**config.mk**
```make
export PLATFORM = sky130hd
export DESIGN_NAME = nal_core
export DESIGN_NICKNAME = d
export VERILOG_FILES = /design/src/hdl/nal_pkg.sv /design/src/hdl/nal_mem_if.sv /design/src/hdl/nal_nib_ram.sv /design/src/hdl/nal_core.sv
export SDC_FILE = /design/constraint.sdc
export NUM_CORES = 2
export LEC_CHECK = 0
export BUFFER_PORTS_ARGS = -buffer_cell sky130_fd_sc_hd__buf_2
export CAP_MARGIN = 0
export CORE_MARGIN = 10
export CORE_UTILIZATION = 35
export CTS_CLUSTER_SIZE = 16
export DETAILED_ROUTE_END_ITERATION = 7
export PLACE_DENSITY = 0.6
export SLEW_MARGIN = 10
export SYNTH_ARGS = -nofsm -noshare
export SYNTH_HDL_FRONTEND = slang
export SYNTH_SLANG_ARGS = --single-unit
```
**constraint.sdc**
```tcl
create_clock -name clk_i -period 8.75 [get_ports clk_i]
set_input_delay 0.4375 -clock clk_i [delete_from_list [all_inputs] [get_ports clk_i]]
set_output_delay 0.4375 -clock clk_i [all_outputs]
set_load 0.1 [all_outputs]
```
**src/hdl/nal_pkg.sv**
```systemverilog
// Shared constants and types for the nibble ALU load/store datapath.
// Assumes one clock domain and a synchronous active-high reset.
`default_nettype none
package nal_pkg;
	// ==========================================
	// Widths and reset values
	localparam int NAL_W = 4;
	localparam int NAL_AW = 8;
	typedef logic [3:0] nal_nib_type;
	localparam nal_nib_type NAL_ZERO = 4'h0;
	localparam nal_nib_type NAL_ONE = 4'h1;
	localparam nal_nib_type NAL_ALL1 = 4'hF;
	localparam nal_nib_type NAL_WORK_RST = 4'h0;
	localparam nal_nib_type NAL_AUX_RST = 4'h0;
	localparam logic NAL_CF_RST = 1'b0;
	localparam logic NAL_ZF_RST = 1'b0;
	localparam logic [7:0] NAL_PTR_RST = 8'h00;
	localparam logic [7:0] NAL_PTR_ONE = 8'h01;

	// ==========================================
	// Opcode fields
	localparam logic [3:0] NAL_HI_LDI = 4'h8;
	localparam logic [3:0] NAL_HI_TWO = 4'hC;
	localparam logic [3:0] NAL_HI_EXT = 4'hF;
	localparam logic [3:0] NAL_EXT_ADDI = 4'h2;
	localparam logic [3:0] NAL_EXT_CMPI = 4'hA;
	localparam logic [3:0] NAL_EXT_CMPP = 4'hB;
	localparam logic [3:0] NAL_EXT_CMPB = 4'hD;
	localparam logic [3:0] NAL_DIR_INC = 4'h7;
	localparam logic [3:0] NAL_DIR_DEC = 4'h3;
	localparam logic [3:0] NAL_DIR_ADD = 4'h9;
	localparam logic [3:0] NAL_DIR_LOAD = 4'h1;
	localparam logic [3:0] NAL_DIR_SWAP = 4'h8;
	localparam logic [5:0] NAL_SETB_HI = 6'h03;
	localparam logic [5:0] NAL_CLRB_HI = 6'h0B;
	localparam logic [2:0] NAL_PTRF_HI = 3'h2;
	localparam logic [7:0] NAL_OPC_CLC = 8'h1E;
	localparam logic [7:0] NAL_OPC_STC = 8'h1F;
	localparam logic [7:0] NAL_OPC_INV = 8'h18;
	localparam logic [7:0] NAL_OPC_INCW = 8'h14;
	localparam logic [7:0] NAL_OPC_DECW = 8'h24;
	localparam logic [7:0] NAL_OPC_RRC = 8'h10;
	localparam logic [7:0] NAL_OPC_RLC = 8'h01;
	localparam logic [7:0] NAL_OPC_W2A = 8'h45;
	localparam logic [7:0] NAL_OPC_A2W = 8'h46;
	localparam logic [7:0] NAL_OPC_SWWA = 8'h44;
	localparam logic [7:0] NAL_OPC_INCM = 8'h12;
	localparam logic [7:0] NAL_OPC_DECM = 8'h22;
	localparam logic [7:0] NAL_OPC_ADD = 8'h06;
	localparam logic [7:0] NAL_OPC_ADC = 8'h02;
	localparam logic [7:0] NAL_OPC_SUBB = 8'h17;
	localparam logic [7:0] NAL_OPC_AND = 8'h07;
	localparam logic [7:0] NAL_OPC_OR = 8'h05;
	localparam logic [7:0] NAL_OPC_XOR = 8'h15;
	localparam logic [7:0] NAL_OPC_AND_TO_MEM = 8'h03;
	localparam logic [7:0] NAL_OPC_ORM = 8'h04;
	localparam logic [7:0] NAL_OPC_CMPM = 8'h16;
	localparam logic [7:0] NAL_OPC_LDP = 8'h5C;
	localparam logic [7:0] NAL_OPC_STP = 8'h5E;
	localparam logic [7:0] NAL_OPC_ST = 8'h47;

	// ==========================================
	// Operations, states, decoded instruction
	typedef enum logic [5:0] {
		NAL_OP_NOP, NAL_OP_LDI, NAL_OP_ADDI, NAL_OP_CLC, NAL_OP_STC, NAL_OP_INV,
		NAL_OP_INCW, NAL_OP_DECW, NAL_OP_RRC, NAL_OP_RLC, NAL_OP_W2A, NAL_OP_A2W,
		NAL_OP_SWWA, NAL_OP_INCM, NAL_OP_DECM, NAL_OP_SETB, NAL_OP_CLRB, NAL_OP_ADD,
		NAL_OP_ADC, NAL_OP_SUBB, NAL_OP_AND, NAL_OP_OR, NAL_OP_XOR, NAL_OP_AND_TO_MEM,
		NAL_OP_ORM, NAL_OP_CMPM, NAL_OP_CMPI, NAL_OP_CMPP, NAL_OP_CMPB, NAL_OP_LDP,
		NAL_OP_STP, NAL_OP_ST, NAL_OP_LDV, NAL_OP_SWV
	} nal_op_type;
	typedef enum logic [1:0] {
		NAL_ST_IDLE = 2'b00,
		NAL_ST_EXEC = 2'b01,
		NAL_ST_PAD1 = 2'b10,
		NAL_ST_PAD2 = 2'b11
	} nal_state_type;
	typedef struct packed {
		nal_op_type op;
		logic long_op;
		logic dir;
		logic sel_aux;
		logic step_en;
		logic step_dn;
		nal_nib_type imm;
		logic [1:0] bsel;
		logic [7:0] daddr;
	} nal_dec_type;
endpackage
`default_nettype wire

```
**src/hdl/nal_mem_if.sv**
```systemverilog
// Two-port nibble memory connection between datapath and its RAM.
// Assumes the RAM registers its read data on the shared clock.
`default_nettype none
interface nal_mem_if #(parameter int AW = 8);
	logic [AW-1:0] addr_a;
	logic [AW-1:0] addr_b;
	logic [3:0] wdata_a;
	logic [3:0] wdata_b;
	logic we_a;
	logic we_b;
	logic [3:0] rdata_a;
	logic [3:0] rdata_b;
	modport ctl (output addr_a, addr_b, wdata_a, wdata_b, we_a, we_b,
		input rdata_a, rdata_b);
	modport mem (input addr_a, addr_b, wdata_a, wdata_b, we_a, we_b,
		output rdata_a, rdata_b);
endinterface
`default_nettype wire

```
**src/hdl/nal_nib_ram.sv**
```systemverilog
// Dual-port nibble data memory with registered read data.
// Assumes the two ports never write the same address in one cycle.
`default_nettype none
module nal_nib_ram #(
	parameter int AW = 8
) (
	// Clock
	input wire logic clk_i,
	// Memory ports
	nal_mem_if.mem mp
);
	logic [3:0] mem_r [2**AW];

	if (AW < 1 || AW > 16) begin : g_bad_aw
		$error("nal_nib_ram: AW out of range");
	end

	// Read returns the old word on a same-cycle write
	always_ff @(posedge clk_i) begin
		mp.rdata_a <= mem_r[mp.addr_a];
		mp.rdata_b <= mem_r[mp.addr_b];
		if (mp.we_a) begin
			mem_r[mp.addr_a] <= mp.wdata_a;
		end
		if (mp.we_b) begin
			mem_r[mp.addr_b] <= mp.wdata_b;
		end
	end
endmodule // nal_nib_ram
`default_nettype wire

```
**src/hdl/nal_core.sv**
```systemverilog
// Nibble ALU with load/store of internal data memory, one op at a time.
// Assumes ops arrive as two bytes with valid/ready; one machine cycle is two clocks.
//
// What this block does
// - Clear instruction loads zero into working nibble and sets zero flag.
// - In a run of clear/load-immediate ops only the first one acts.
// - Decimal fixes add 6 or 10 as add-immediate, zero flag only.
// - Invert replaces working nibble with ones complement, zero flag updated.
// - Increment/decrement working nibble by one, update zero and carry.
// - Rotate right or left through carry; left also updates zero.
// - Copy working to aux, aux to working (zero flag), or swap both.
// - Increment/decrement memory at main pointer, write back, zero and carry.
// - Direct memory increment/decrement use 8-bit address, two cycles.
// - Set or clear chosen memory bit; only clear updates zero.
// - Add memory, pointer or direct, optionally with carry, to working nibble.
// - Add 4-bit immediate in two cycles, zero only, carry kept.
// - Memory minus working minus borrow; carry set means no borrow.
// - AND, OR, XOR memory into working nibble, zero flag updated.
// - AND, OR working nibble into memory, zero flag updated.
// - Memory compare adds complement plus one, sets carry and zero.
// - Immediate compare in two cycles sets zero and carry only.
// - Pointer compare sets zero when main pointer low equals immediate.
// - Bit compare sets zero when chosen working and memory bits match.
// - Pair load/store uses main pointer and next address; single store.
// - Pointer load/swap may post-step pointer low; zero follows the step.
// - Direct load and direct swap use an 8-bit address, two cycles.
`default_nettype none
module nal_core #(
	parameter int MEM_AW = 8
) (
	// Clock and reset
	input wire logic clk_i,
	input wire logic srst_i,
	// Instruction request
	input wire logic op_valid_i,
	input wire logic [7:0] op_byte0_i,
	input wire logic [7:0] op_byte1_i,
	output logic op_ready_o,
	output logic op_done_o,
	// Pointer load
	input wire logic ptr_wr_i,
	input wire logic ptr_sel_aux_i,
	input wire logic [7:0] ptr_val_i,
	// Memory preload
	input wire logic mem_wr_i,
	input wire logic [7:0] mem_addr_i,
	input wire logic [3:0] mem_data_i,
	// Visible state
	output logic [3:0] work_nibble_o,
	output logic [3:0] aux_nibble_o,
	output logic carry_flag_o,
	output logic zero_flag_o,
	output logic [7:0] main_ptr_o,
	output logic [7:0] aux_ptr_o
);
	import nal_pkg::*;

	if (MEM_AW != NAL_AW) begin : g_bad_aw
		$error("nal_core: MEM_AW must be 8");
	end

	// ==========================================
	// Helpers
	function automatic logic [4:0] nal_add(input nal_nib_type x, input nal_nib_type y,
		input logic c);
		return {1'b0, x} + {1'b0, y} + {4'h0, c};
	endfunction

	function automatic logic nal_zero(input nal_nib_type x);
		return x == NAL_ZERO;
	endfunction

	function automatic nal_nib_type nal_mask(input logic [1:0] t);
		return NAL_ONE << t;
	endfunction

	function automatic nal_dec_type nal_decode(input logic [7:0] b0, input logic [7:0] b1);
		nal_dec_type d;
		d = '0;
		d.imm = b0[3:0];
		d.bsel = b0[1:0];
		d.daddr = {b0[3:0], b1[3:0]};
		if (b0[7:4] == NAL_HI_LDI) begin
			d.op = NAL_OP_LDI;
		end else if (b0[7:4] == NAL_HI_TWO) begin
			d.long_op = 1'b1;
			d.imm = b1[3:0];
			d.bsel = b1[1:0];
			if (b1[7:4] == NAL_HI_EXT) begin
				case (b0[3:0])
					NAL_EXT_ADDI: d.op = NAL_OP_ADDI;
					NAL_EXT_CMPI: d.op = NAL_OP_CMPI;
					NAL_EXT_CMPP: d.op = NAL_OP_CMPP;
					NAL_EXT_CMPB: d.op = NAL_OP_CMPB;
					default: d.op = NAL_OP_NOP;
				endcase
			end else begin
				d.dir = 1'b1;
				case (b1[7:4])
					NAL_DIR_INC: d.op = NAL_OP_INCM;
					NAL_DIR_DEC: d.op = NAL_OP_DECM;
					NAL_DIR_ADD: d.op = NAL_OP_ADD;
					NAL_DIR_LOAD: d.op = NAL_OP_LDV;
					NAL_DIR_SWAP: d.op = NAL_OP_SWV;
					default: d.op = NAL_OP_NOP;
				endcase
			end
		end else if (b0[7:2] == NAL_SETB_HI) begin
			d.op = NAL_OP_SETB;
		end else if (b0[7:2] == NAL_CLRB_HI) begin
			d.op = NAL_OP_CLRB;
		end else if (b0[7:5] == NAL_PTRF_HI && b0[3] && (!b0[4] || b0[0])) begin
			d.op = b0[2] ? NAL_OP_SWV : NAL_OP_LDV;
			d.sel_aux = b0[1];
			d.step_en = b0[0];
			d.step_dn = b0[4];
			d.long_op = b0[0];
		end else begin
			case (b0)
				NAL_OPC_CLC: d.op = NAL_OP_CLC;
				NAL_OPC_STC: d.op = NAL_OP_STC;
				NAL_OPC_INV: d.op = NAL_OP_INV;
				NAL_OPC_INCW: d.op = NAL_OP_INCW;
				NAL_OPC_DECW: d.op = NAL_OP_DECW;
				NAL_OPC_RRC: d.op = NAL_OP_RRC;
				NAL_OPC_RLC: d.op = NAL_OP_RLC;
				NAL_OPC_W2A: d.op = NAL_OP_W2A;
				NAL_OPC_A2W: d.op = NAL_OP_A2W;
				NAL_OPC_SWWA: d.op = NAL_OP_SWWA;
				NAL_OPC_INCM: d.op = NAL_OP_INCM;
				NAL_OPC_DECM: d.op = NAL_OP_DECM;
				NAL_OPC_ADD: d.op = NAL_OP_ADD;
				NAL_OPC_ADC: d.op = NAL_OP_ADC;
				NAL_OPC_SUBB: d.op = NAL_OP_SUBB;
				NAL_OPC_AND: d.op = NAL_OP_AND;
				NAL_OPC_OR: d.op = NAL_OP_OR;
				NAL_OPC_XOR: d.op = NAL_OP_XOR;
				NAL_OPC_AND_TO_MEM: d.op = NAL_OP_AND_TO_MEM;
				NAL_OPC_ORM: d.op = NAL_OP_ORM;
				NAL_OPC_CMPM: d.op = NAL_OP_CMPM;
				NAL_OPC_LDP: d.op = NAL_OP_LDP;
				NAL_OPC_STP: d.op = NAL_OP_STP;
				NAL_OPC_ST: d.op = NAL_OP_ST;
				default: d.op = NAL_OP_NOP;
			endcase
		end
		return d;
	endfunction

	// ==========================================
	// State
	nal_state_type st_r;
	nal_dec_type dec_r, dec_in;
	nal_nib_type work_r, aux_r, work_nxt, aux_nxt, rd_a, rd_b, pl, pstep;
	logic cf_r, zf_r, cf_nxt, zf_nxt, last_ldi_r, ready_r, done_r;
	logic [7:0] main_ptr_r, aux_ptr_r, addr_a_r, addr_b_r;
	logic [4:0] sum;
	logic accept, exec, idle_side, we_a;
	nal_nib_type wdat_a;

	nal_mem_if #(.AW(NAL_AW)) mbus ();
	nal_nib_ram #(.AW(NAL_AW)) u_ram (
		.clk_i(clk_i),
		.mp(mbus.mem)
	);

	assign dec_in = nal_decode(op_byte0_i, op_byte1_i);
	assign accept = st_r == NAL_ST_IDLE && op_valid_i;
	assign exec = st_r == NAL_ST_EXEC;
	assign idle_side = st_r == NAL_ST_IDLE && !op_valid_i;
	assign rd_a = mbus.rdata_a;
	assign rd_b = mbus.rdata_b;
	assign pl = dec_r.sel_aux ? aux_ptr_r[3:0] : main_ptr_r[3:0];
	assign pstep = dec_r.step_dn ? pl - NAL_ONE : pl + NAL_ONE;

	// ==========================================
	// Sequencer: short op two clocks, long op four
	always_ff @(posedge clk_i) begin
		if (srst_i) begin
			st_r <= NAL_ST_IDLE;
		end else begin
			unique case (st_r)
				NAL_ST_IDLE: st_r <= op_valid_i ? NAL_ST_EXEC : NAL_ST_IDLE;
				NAL_ST_EXEC: st_r <= dec_r.long_op ? NAL_ST_PAD1 : NAL_ST_IDLE;
				NAL_ST_PAD1: st_r <= NAL_ST_PAD2;
				NAL_ST_PAD2: st_r <= NAL_ST_IDLE;
			endcase
		end
	end

	always_ff @(posedge clk_i) begin
		if (srst_i) begin
			ready_r <= 1'b1;
			done_r <= 1'b0;
		end else begin
			ready_r <= accept ? 1'b0 : (st_r == NAL_ST_IDLE || (exec && !dec_r.long_op)
				|| st_r == NAL_ST_PAD2);
			done_r <= (exec && !dec_r.long_op) || st_r == NAL_ST_PAD2;
		end
	end

	always_ff @(posedge clk_i) begin
		if (srst_i) begin
			dec_r <= '0;
			addr_a_r <= NAL_PTR_RST;
			addr_b_r <= NAL_PTR_RST;
		end else if (accept) begin
			dec_r <= dec_in;
			addr_a_r <= mbus.addr_a;
			addr_b_r <= mbus.addr_b;
		end
	end

	// ==========================================
	// Memory addressing and writes
	always_comb begin
		mbus.addr_a = addr_a_r;
		mbus.addr_b = addr_b_r;
		if (st_r == NAL_ST_IDLE) begin
			mbus.addr_a = dec_in.dir ? dec_in.daddr
				: (dec_in.sel_aux ? aux_ptr_r : main_ptr_r);
			mbus.addr_b = (mem_wr_i && !op_valid_i) ? mem_addr_i
				: 8'(main_ptr_r + NAL_PTR_ONE);
		end
		mbus.we_a = exec && we_a;
		mbus.wdata_a = wdat_a;
		mbus.we_b = (exec && dec_r.op == NAL_OP_STP) || (idle_side && mem_wr_i);
		mbus.wdata_b = exec ? aux_r : mem_data_i;
	end

	// ==========================================
	// ALU
	always_comb begin
		case (dec_r.op)
			NAL_OP_ADDI: sum = nal_add(work_r, dec_r.imm, 1'b0);
			NAL_OP_INCW: sum = nal_add(work_r, NAL_ONE, 1'b0);
			NAL_OP_DECW: sum = nal_add(work_r, NAL_ALL1, 1'b0);
			NAL_OP_INCM: sum = nal_add(rd_a, NAL_ONE, 1'b0);
			NAL_OP_DECM: sum = nal_add(rd_a, NAL_ALL1, 1'b0);
			NAL_OP_ADD: sum = nal_add(work_r, rd_a, 1'b0);
			NAL_OP_ADC: sum = nal_add(work_r, rd_a, cf_r);
			NAL_OP_SUBB: sum = nal_add(rd_a, ~work_r, cf_r);
			NAL_OP_CMPM: sum = nal_add(rd_a, ~work_r, 1'b1);
			NAL_OP_CMPI: sum = nal_add(dec_r.imm, ~work_r, 1'b1);
			default: sum = 5'h00;
		endcase
	end

	always_comb begin
		work_nxt = work_r;
		aux_nxt = aux_r;
		cf_nxt = cf_r;
		zf_nxt = zf_r;
		we_a = 1'b0;
		wdat_a = work_r;
		case (dec_r.op)
			NAL_OP_LDI: begin
				if (!last_ldi_r) begin
					work_nxt = dec_r.imm;
					zf_nxt = nal_zero(dec_r.imm);
				end
			end
			NAL_OP_ADDI: begin
				work_nxt = sum[3:0];
				zf_nxt = nal_zero(sum[3:0]);
			end
			NAL_OP_CLC: cf_nxt = 1'b0;
			NAL_OP_STC: cf_nxt = 1'b1;
			NAL_OP_INV: begin
				work_nxt = ~work_r;
				zf_nxt = nal_zero(~work_r);
			end
			NAL_OP_INCW, NAL_OP_DECW, NAL_OP_ADD, NAL_OP_ADC, NAL_OP_SUBB: begin
				work_nxt = sum[3:0];
				zf_nxt = nal_zero(sum[3:0]);
				cf_nxt = sum[4];
			end
			NAL_OP_RRC: begin
				work_nxt = {cf_r, work_r[3:1]};
				cf_nxt = work_r[0];
			end
			NAL_OP_RLC: begin
				work_nxt = {work_r[2:0], cf_r};
				cf_nxt = work_r[3];
				zf_nxt = nal_zero({work_r[2:0], cf_r});
			end
			NAL_OP_W2A: aux_nxt = work_r;
			NAL_OP_A2W: begin
				work_nxt = aux_r;
				zf_nxt = nal_zero(aux_r);
			end
			NAL_OP_SWWA: begin
				work_nxt = aux_r;
				aux_nxt = work_r;
			end
			NAL_OP_INCM, NAL_OP_DECM: begin
				we_a = 1'b1;
				wdat_a = sum[3:0];
				zf_nxt = nal_zero(sum[3:0]);
				cf_nxt = sum[4];
			end
			NAL_OP_SETB: begin
				we_a = 1'b1;
				wdat_a = rd_a | nal_mask(dec_r.bsel);
			end
			NAL_OP_CLRB: begin
				we_a = 1'b1;
				wdat_a = rd_a & ~nal_mask(dec_r.bsel);
				zf_nxt = nal_zero(rd_a & ~nal_mask(dec_r.bsel));
			end
			NAL_OP_AND: begin
				work_nxt = work_r & rd_a;
				zf_nxt = nal_zero(work_r & rd_a);
			end
			NAL_OP_OR: begin
				work_nxt = work_r | rd_a;
				zf_nxt = nal_zero(work_r | rd_a);
			end
			NAL_OP_XOR: begin
				work_nxt = work_r ^ rd_a;
				zf_nxt = nal_zero(work_r ^ rd_a);
			end
			NAL_OP_AND_TO_MEM: begin
				we_a = 1'b1;
				wdat_a = work_r & rd_a;
				zf_nxt = nal_zero(work_r & rd_a);
			end
			NAL_OP_ORM: begin
				we_a = 1'b1;
				wdat_a = work_r | rd_a;
				zf_nxt = nal_zero(work_r | rd_a);
			end
			NAL_OP_CMPM, NAL_OP_CMPI: begin
				zf_nxt = nal_zero(sum[3:0]);
				cf_nxt = sum[4];
			end
			NAL_OP_CMPP: zf_nxt = main_ptr_r[3:0] == dec_r.imm;
			NAL_OP_CMPB: zf_nxt = work_r[dec_r.bsel] == rd_a[dec_r.bsel];
			NAL_OP_LDP: begin
				work_nxt = rd_a;
				aux_nxt = rd_b;
			end
			NAL_OP_STP, NAL_OP_ST: we_a = 1'b1;
			NAL_OP_LDV: begin
				work_nxt = rd_a;
				zf_nxt = dec_r.step_en ? nal_zero(pstep) : nal_zero(rd_a);
			end
			NAL_OP_SWV: begin
				work_nxt = rd_a;
				we_a = 1'b1;
				if (dec_r.step_en) begin
					zf_nxt = nal_zero(pstep);
				end else if (!dec_r.dir) begin
					zf_nxt = nal_zero(rd_a);
				end
			end
			default: ;
		endcase
	end

	// ==========================================
	// Registers
	always_ff @(posedge clk_i) begin
		if (srst_i) begin
			work_r <= NAL_WORK_RST;
			aux_r <= NAL_AUX_RST;
		end else if (exec) begin
			work_r <= work_nxt;
			aux_r <= aux_nxt;
		end
	end

	always_ff @(posedge clk_i) begin
		if (srst_i) begin
			cf_r <= NAL_CF_RST;
			zf_r <= NAL_ZF_RST;
		end else if (exec) begin
			cf_r <= cf_nxt;
			zf_r <= zf_nxt;
		end
	end

	always_ff @(posedge clk_i) begin
		if (srst_i) begin
			last_ldi_r <= 1'b0;
		end else if (exec) begin
			last_ldi_r <= dec_r.op == NAL_OP_LDI;
		end
	end

	always_ff @(posedge clk_i) begin
		if (srst_i) begin
			main_ptr_r <= NAL_PTR_RST;
			aux_ptr_r <= NAL_PTR_RST;
		end else if (idle_side && ptr_wr_i) begin
			if (ptr_sel_aux_i) begin
				aux_ptr_r <= ptr_val_i;
			end else begin
				main_ptr_r <= ptr_val_i;
			end
		end else if (exec && dec_r.step_en) begin
			if (dec_r.sel_aux) begin
				aux_ptr_r[3:0] <= pstep;
			end else begin
				main_ptr_r[3:0] <= pstep;
			end
		end
	end

	assign op_ready_o = ready_r;
	assign op_done_o = done_r;
	assign work_nibble_o = work_r;
	assign aux_nibble_o = aux_r;
	assign carry_flag_o = cf_r;
	assign zero_flag_o = zf_r;
	assign main_ptr_o = main_ptr_r;
	assign aux_ptr_o = aux_ptr_r;
endmodule // nal_core
`default_nettype wire

```
==> run metrics <==
status finished, violations left; failing checks DRC; final hold violation count 0; clk_skew 0.0739 ns; Clk Latency, worst-skew pair 0.82 ns; YS warnings 0; # IOs 70; main combinational cell family by area after synthesis multiplexers; part of the Yosys area used for sequential elements 46.4%; largest cells by area after synthesis edfxtp_1 44%, mux4_2 8.5%, mux2i_1 7.5%; critical path endpoint category flop; CTS buffer count 121; leakage power 25.0 nW; post-synth top area share 44.3%; antenna violations before repair 18; total gr overflow 0; mux contribution to synthesized area 16.1%; Synth Area in Adders 0.650%; clk slew on worst S/H paths 0.06 ns; fin crit period 6.25 ns; clock root buffer clkbuf_16; Final Wtd Congestion 0.996; fin area 76,100 µm²; register bit total from synthesis 1,094; wire length on met3 49,000 µm; power density cells 182 nW/µm²; Vias/cell 6.77; CTS tree built; syn_area_per_cell 9.84 µm²; Worst path most repeated cell a21oi_1; CP max FO 63; Layout Nets 6,778; CP Class reg2reg; final WL 306,000 µm; # DRC 4; final setup fails 0; first-pass GRT wire length 432,000 µm; most common cell in the netlist nand2_1; die area 216,000 µm²; Unique masters post-synth 95; fin crit share 71.4%; DP Area 71,800 µm²; Post-Synth XOR/XNOR Area 0.366%; dominant cell type by area after synthesis edfxtp_1; CORE AREA 197,000 µm²; Worst Min Path Start ptr_sel_aux_i; Initial Utilization 35.2%; I/O Buffers 69; vias 64,200; worst-margin pin slew 1.45 ns; WP data required 9.23 ns; post-route setup TNS 0 ns; total global-route track usage 26.7%; die height 465 µm; worst vdd ir 0.175 mV; crit-path max cell delay 1.07 ns; WL per Instance 32.3 µm; syn nets 7,120; # rows 163; synthesis-to-finish area growth 9.79%; CP max stage cell a311oi_1; startpoint types flop; antenna viol nets, final 0; CTS Buffer Depth 3; filler instances 19,200; compound-cell area share of the yosys netlist 16.0%; CTS resizes 0; RSZ-0062 raised after global routing no; Fmax 0.160 GHz; Critical Path AT 6.72 ns; WL met2 127,000 µm; asr flop ratio synth 0%; Syn Std Cell Area 69,400 µm²; fin. max-slew vios 0; largest net degree at the start of global routing 136; top sig layer met5; most instantiated cells after synthesis 1,141 x nand2_1, 1,024 x edfxtp_1, 863 x nor2_1, 774 x a21oi_1, 518 x mux2i_1; CP cell instances or2_2, o21ai_4, buf_12, mux4_2, nand2_1, a21oi_1, a21oi_1, o22ai_1, a311oi_1, nand4b_1; detailed-placement wirelength estimate 187,000 µm; vias in the first global route 59,300; drt initial violations 12,000; prevailing post-synth register cell edfxtp_1; layout cell share with drive strength beyond 1 11.7%; Hold Crit Class in2reg; Horiz. Die Dim 465 µm; Max H-tree Level 3; post-synthesis simple-gate area fraction 16.0%; DR pass1 iterations 8; Cells after Synth 7,045; met1 wire length 108,000 µm; number of synthesized flops with an enable pin 1,024; relative slew slack 2.81%; Max Cap Viol 0; Sink Count 1,094
[metrics by stage]
step | util (%) | cells | hold slack, ns | setup slack, ns | power, mW
after floorplan | - | 7045 | 0.437 | 3.91 | 7.51
after detailed placement | 36.4 | 9212 | 0.449 | 2.65 | 8.41
after CTS | 38.6 | 9448 | 0.0264 | 3.06 | 13.7
after global placement | 36.4 | 9212 | 0.444 | 2.64 | 8.39
final | 38.6 | 9486 | 0.0647 | 2.50 | 13.9
after global routing | 38.6 | 9450 | 0.0739 | 2.79 | 14.1
[power breakdown]
group	switching, mW	internal (mW)
registers	0.0517	5.77
logic	1.84	0.791
clock network	2.35	3.08
total	4.24	9.64
[cells by family (layout without fill, tap and decap cells)]
| kind of cell | count (synthesis) | count (layout) |
|---|---|---|
| XOR/XNOR | 29 | 29 |
| multiplexers | 785 | 785 |
| other | 0 | 38 |
| flip-flops | 1094 | 1094 |
| AND/OR/NAND/NOR | 2601 | 2601 |
| AO/OA/AOI/OAI | 1778 | 1778 |
| adder cells (fa/ha/maj) | 33 | 33 |
| buffers and inverters | 725 | 488 |
[cell type report]
cell class                      count  area (µm²)  share of cell area (%)
Timing Repair Buffer              239        1880                    2.47
Multi-Input combinational cell   5226       34500                    45.3
Inverter                           21        78.8                   0.104
Sequential cell                  1094       32200                    42.2
Tap cell                         2640        3300                    4.34
Clock buffer                      154        3270                    4.30
Antenna cell                       38        95.1                   0.125
Clock inverter                     74         846                    1.11
[registers in the layout, summed over array words and instances, names as in the netlist, 4 cells and up, named ones only]
register,flops
u_ram.mem_r,1024
dec_r,15
addr_a_r,8
addr_b_r,8
aux_ptr_o,8
main_ptr_o,8
aux_nibble_o,4
u_ram.mp.rdata_a,4
u_ram.mp.rdata_b,4
work_nibble_o,4
[worst max-delay path, delay by kind of cell, from the launching register on]
kind,cells,cell delay (ns)
and+or+nand+nor,3,1.33
buffers and inverters,1,0.42
AOI/OAI and AO/OA,5,3.25
muxes,1,0.39
DFF,1,0.39
[routing by layer]
metal	up-vias	global-route usage, %
met4	14	16.3
met1	31000	33.9
met2	6008	38.3
met3	1262	10.1
met5	-	0
li1	25900	-
[final timing paths]
kind,end,slack (ns),cells past startpoint
setup reg to reg,u_ram.mp.rdata_b[2],2.50,10
hold reg to reg,addr_b_r[1],0.46,2
setup / recovery,u_ram.mp.rdata_b[2],2.50,10
hold / removal,aux_ptr_o[7],0.06,3
[placed cells by master (no fill, tap or decap), drive strengths merged, types with 17 or more instances in the layout]
| cell | instances |
|---|---|
| clkbuf | 154 |
| clkinv | 53 |
| and3 | 198 |
| nor3 | 46 |
| o21ai | 184 |
| o31ai | 19 |
| nand4 | 26 |
| a211oi | 160 |
| a311oi | 145 |
| a221oi | 22 |
| o22ai | 183 |
| nor4 | 26 |
| a32oi | 33 |
| diode | 38 |
| dfxtp | 70 |
| edfxtp | 1024 |
| a31oi | 84 |
| inv | 22 |
| mux4 | 263 |
| ha | 28 |
| a21oi | 775 |
| mux2i | 518 |
| nor2 | 882 |
| a22oi | 39 |
| nand2 | 1143 |
| nand3 | 191 |
| nand2b | 18 |
| xnor2 | 17 |
| buf | 231 |
[repair_timing]
action,4_1_cts,5_1_grt
endpoints found under the hold margin,12,0
hold buffers,8,0
buffers inserted,0,0
(Power assumes the default switching activity.)
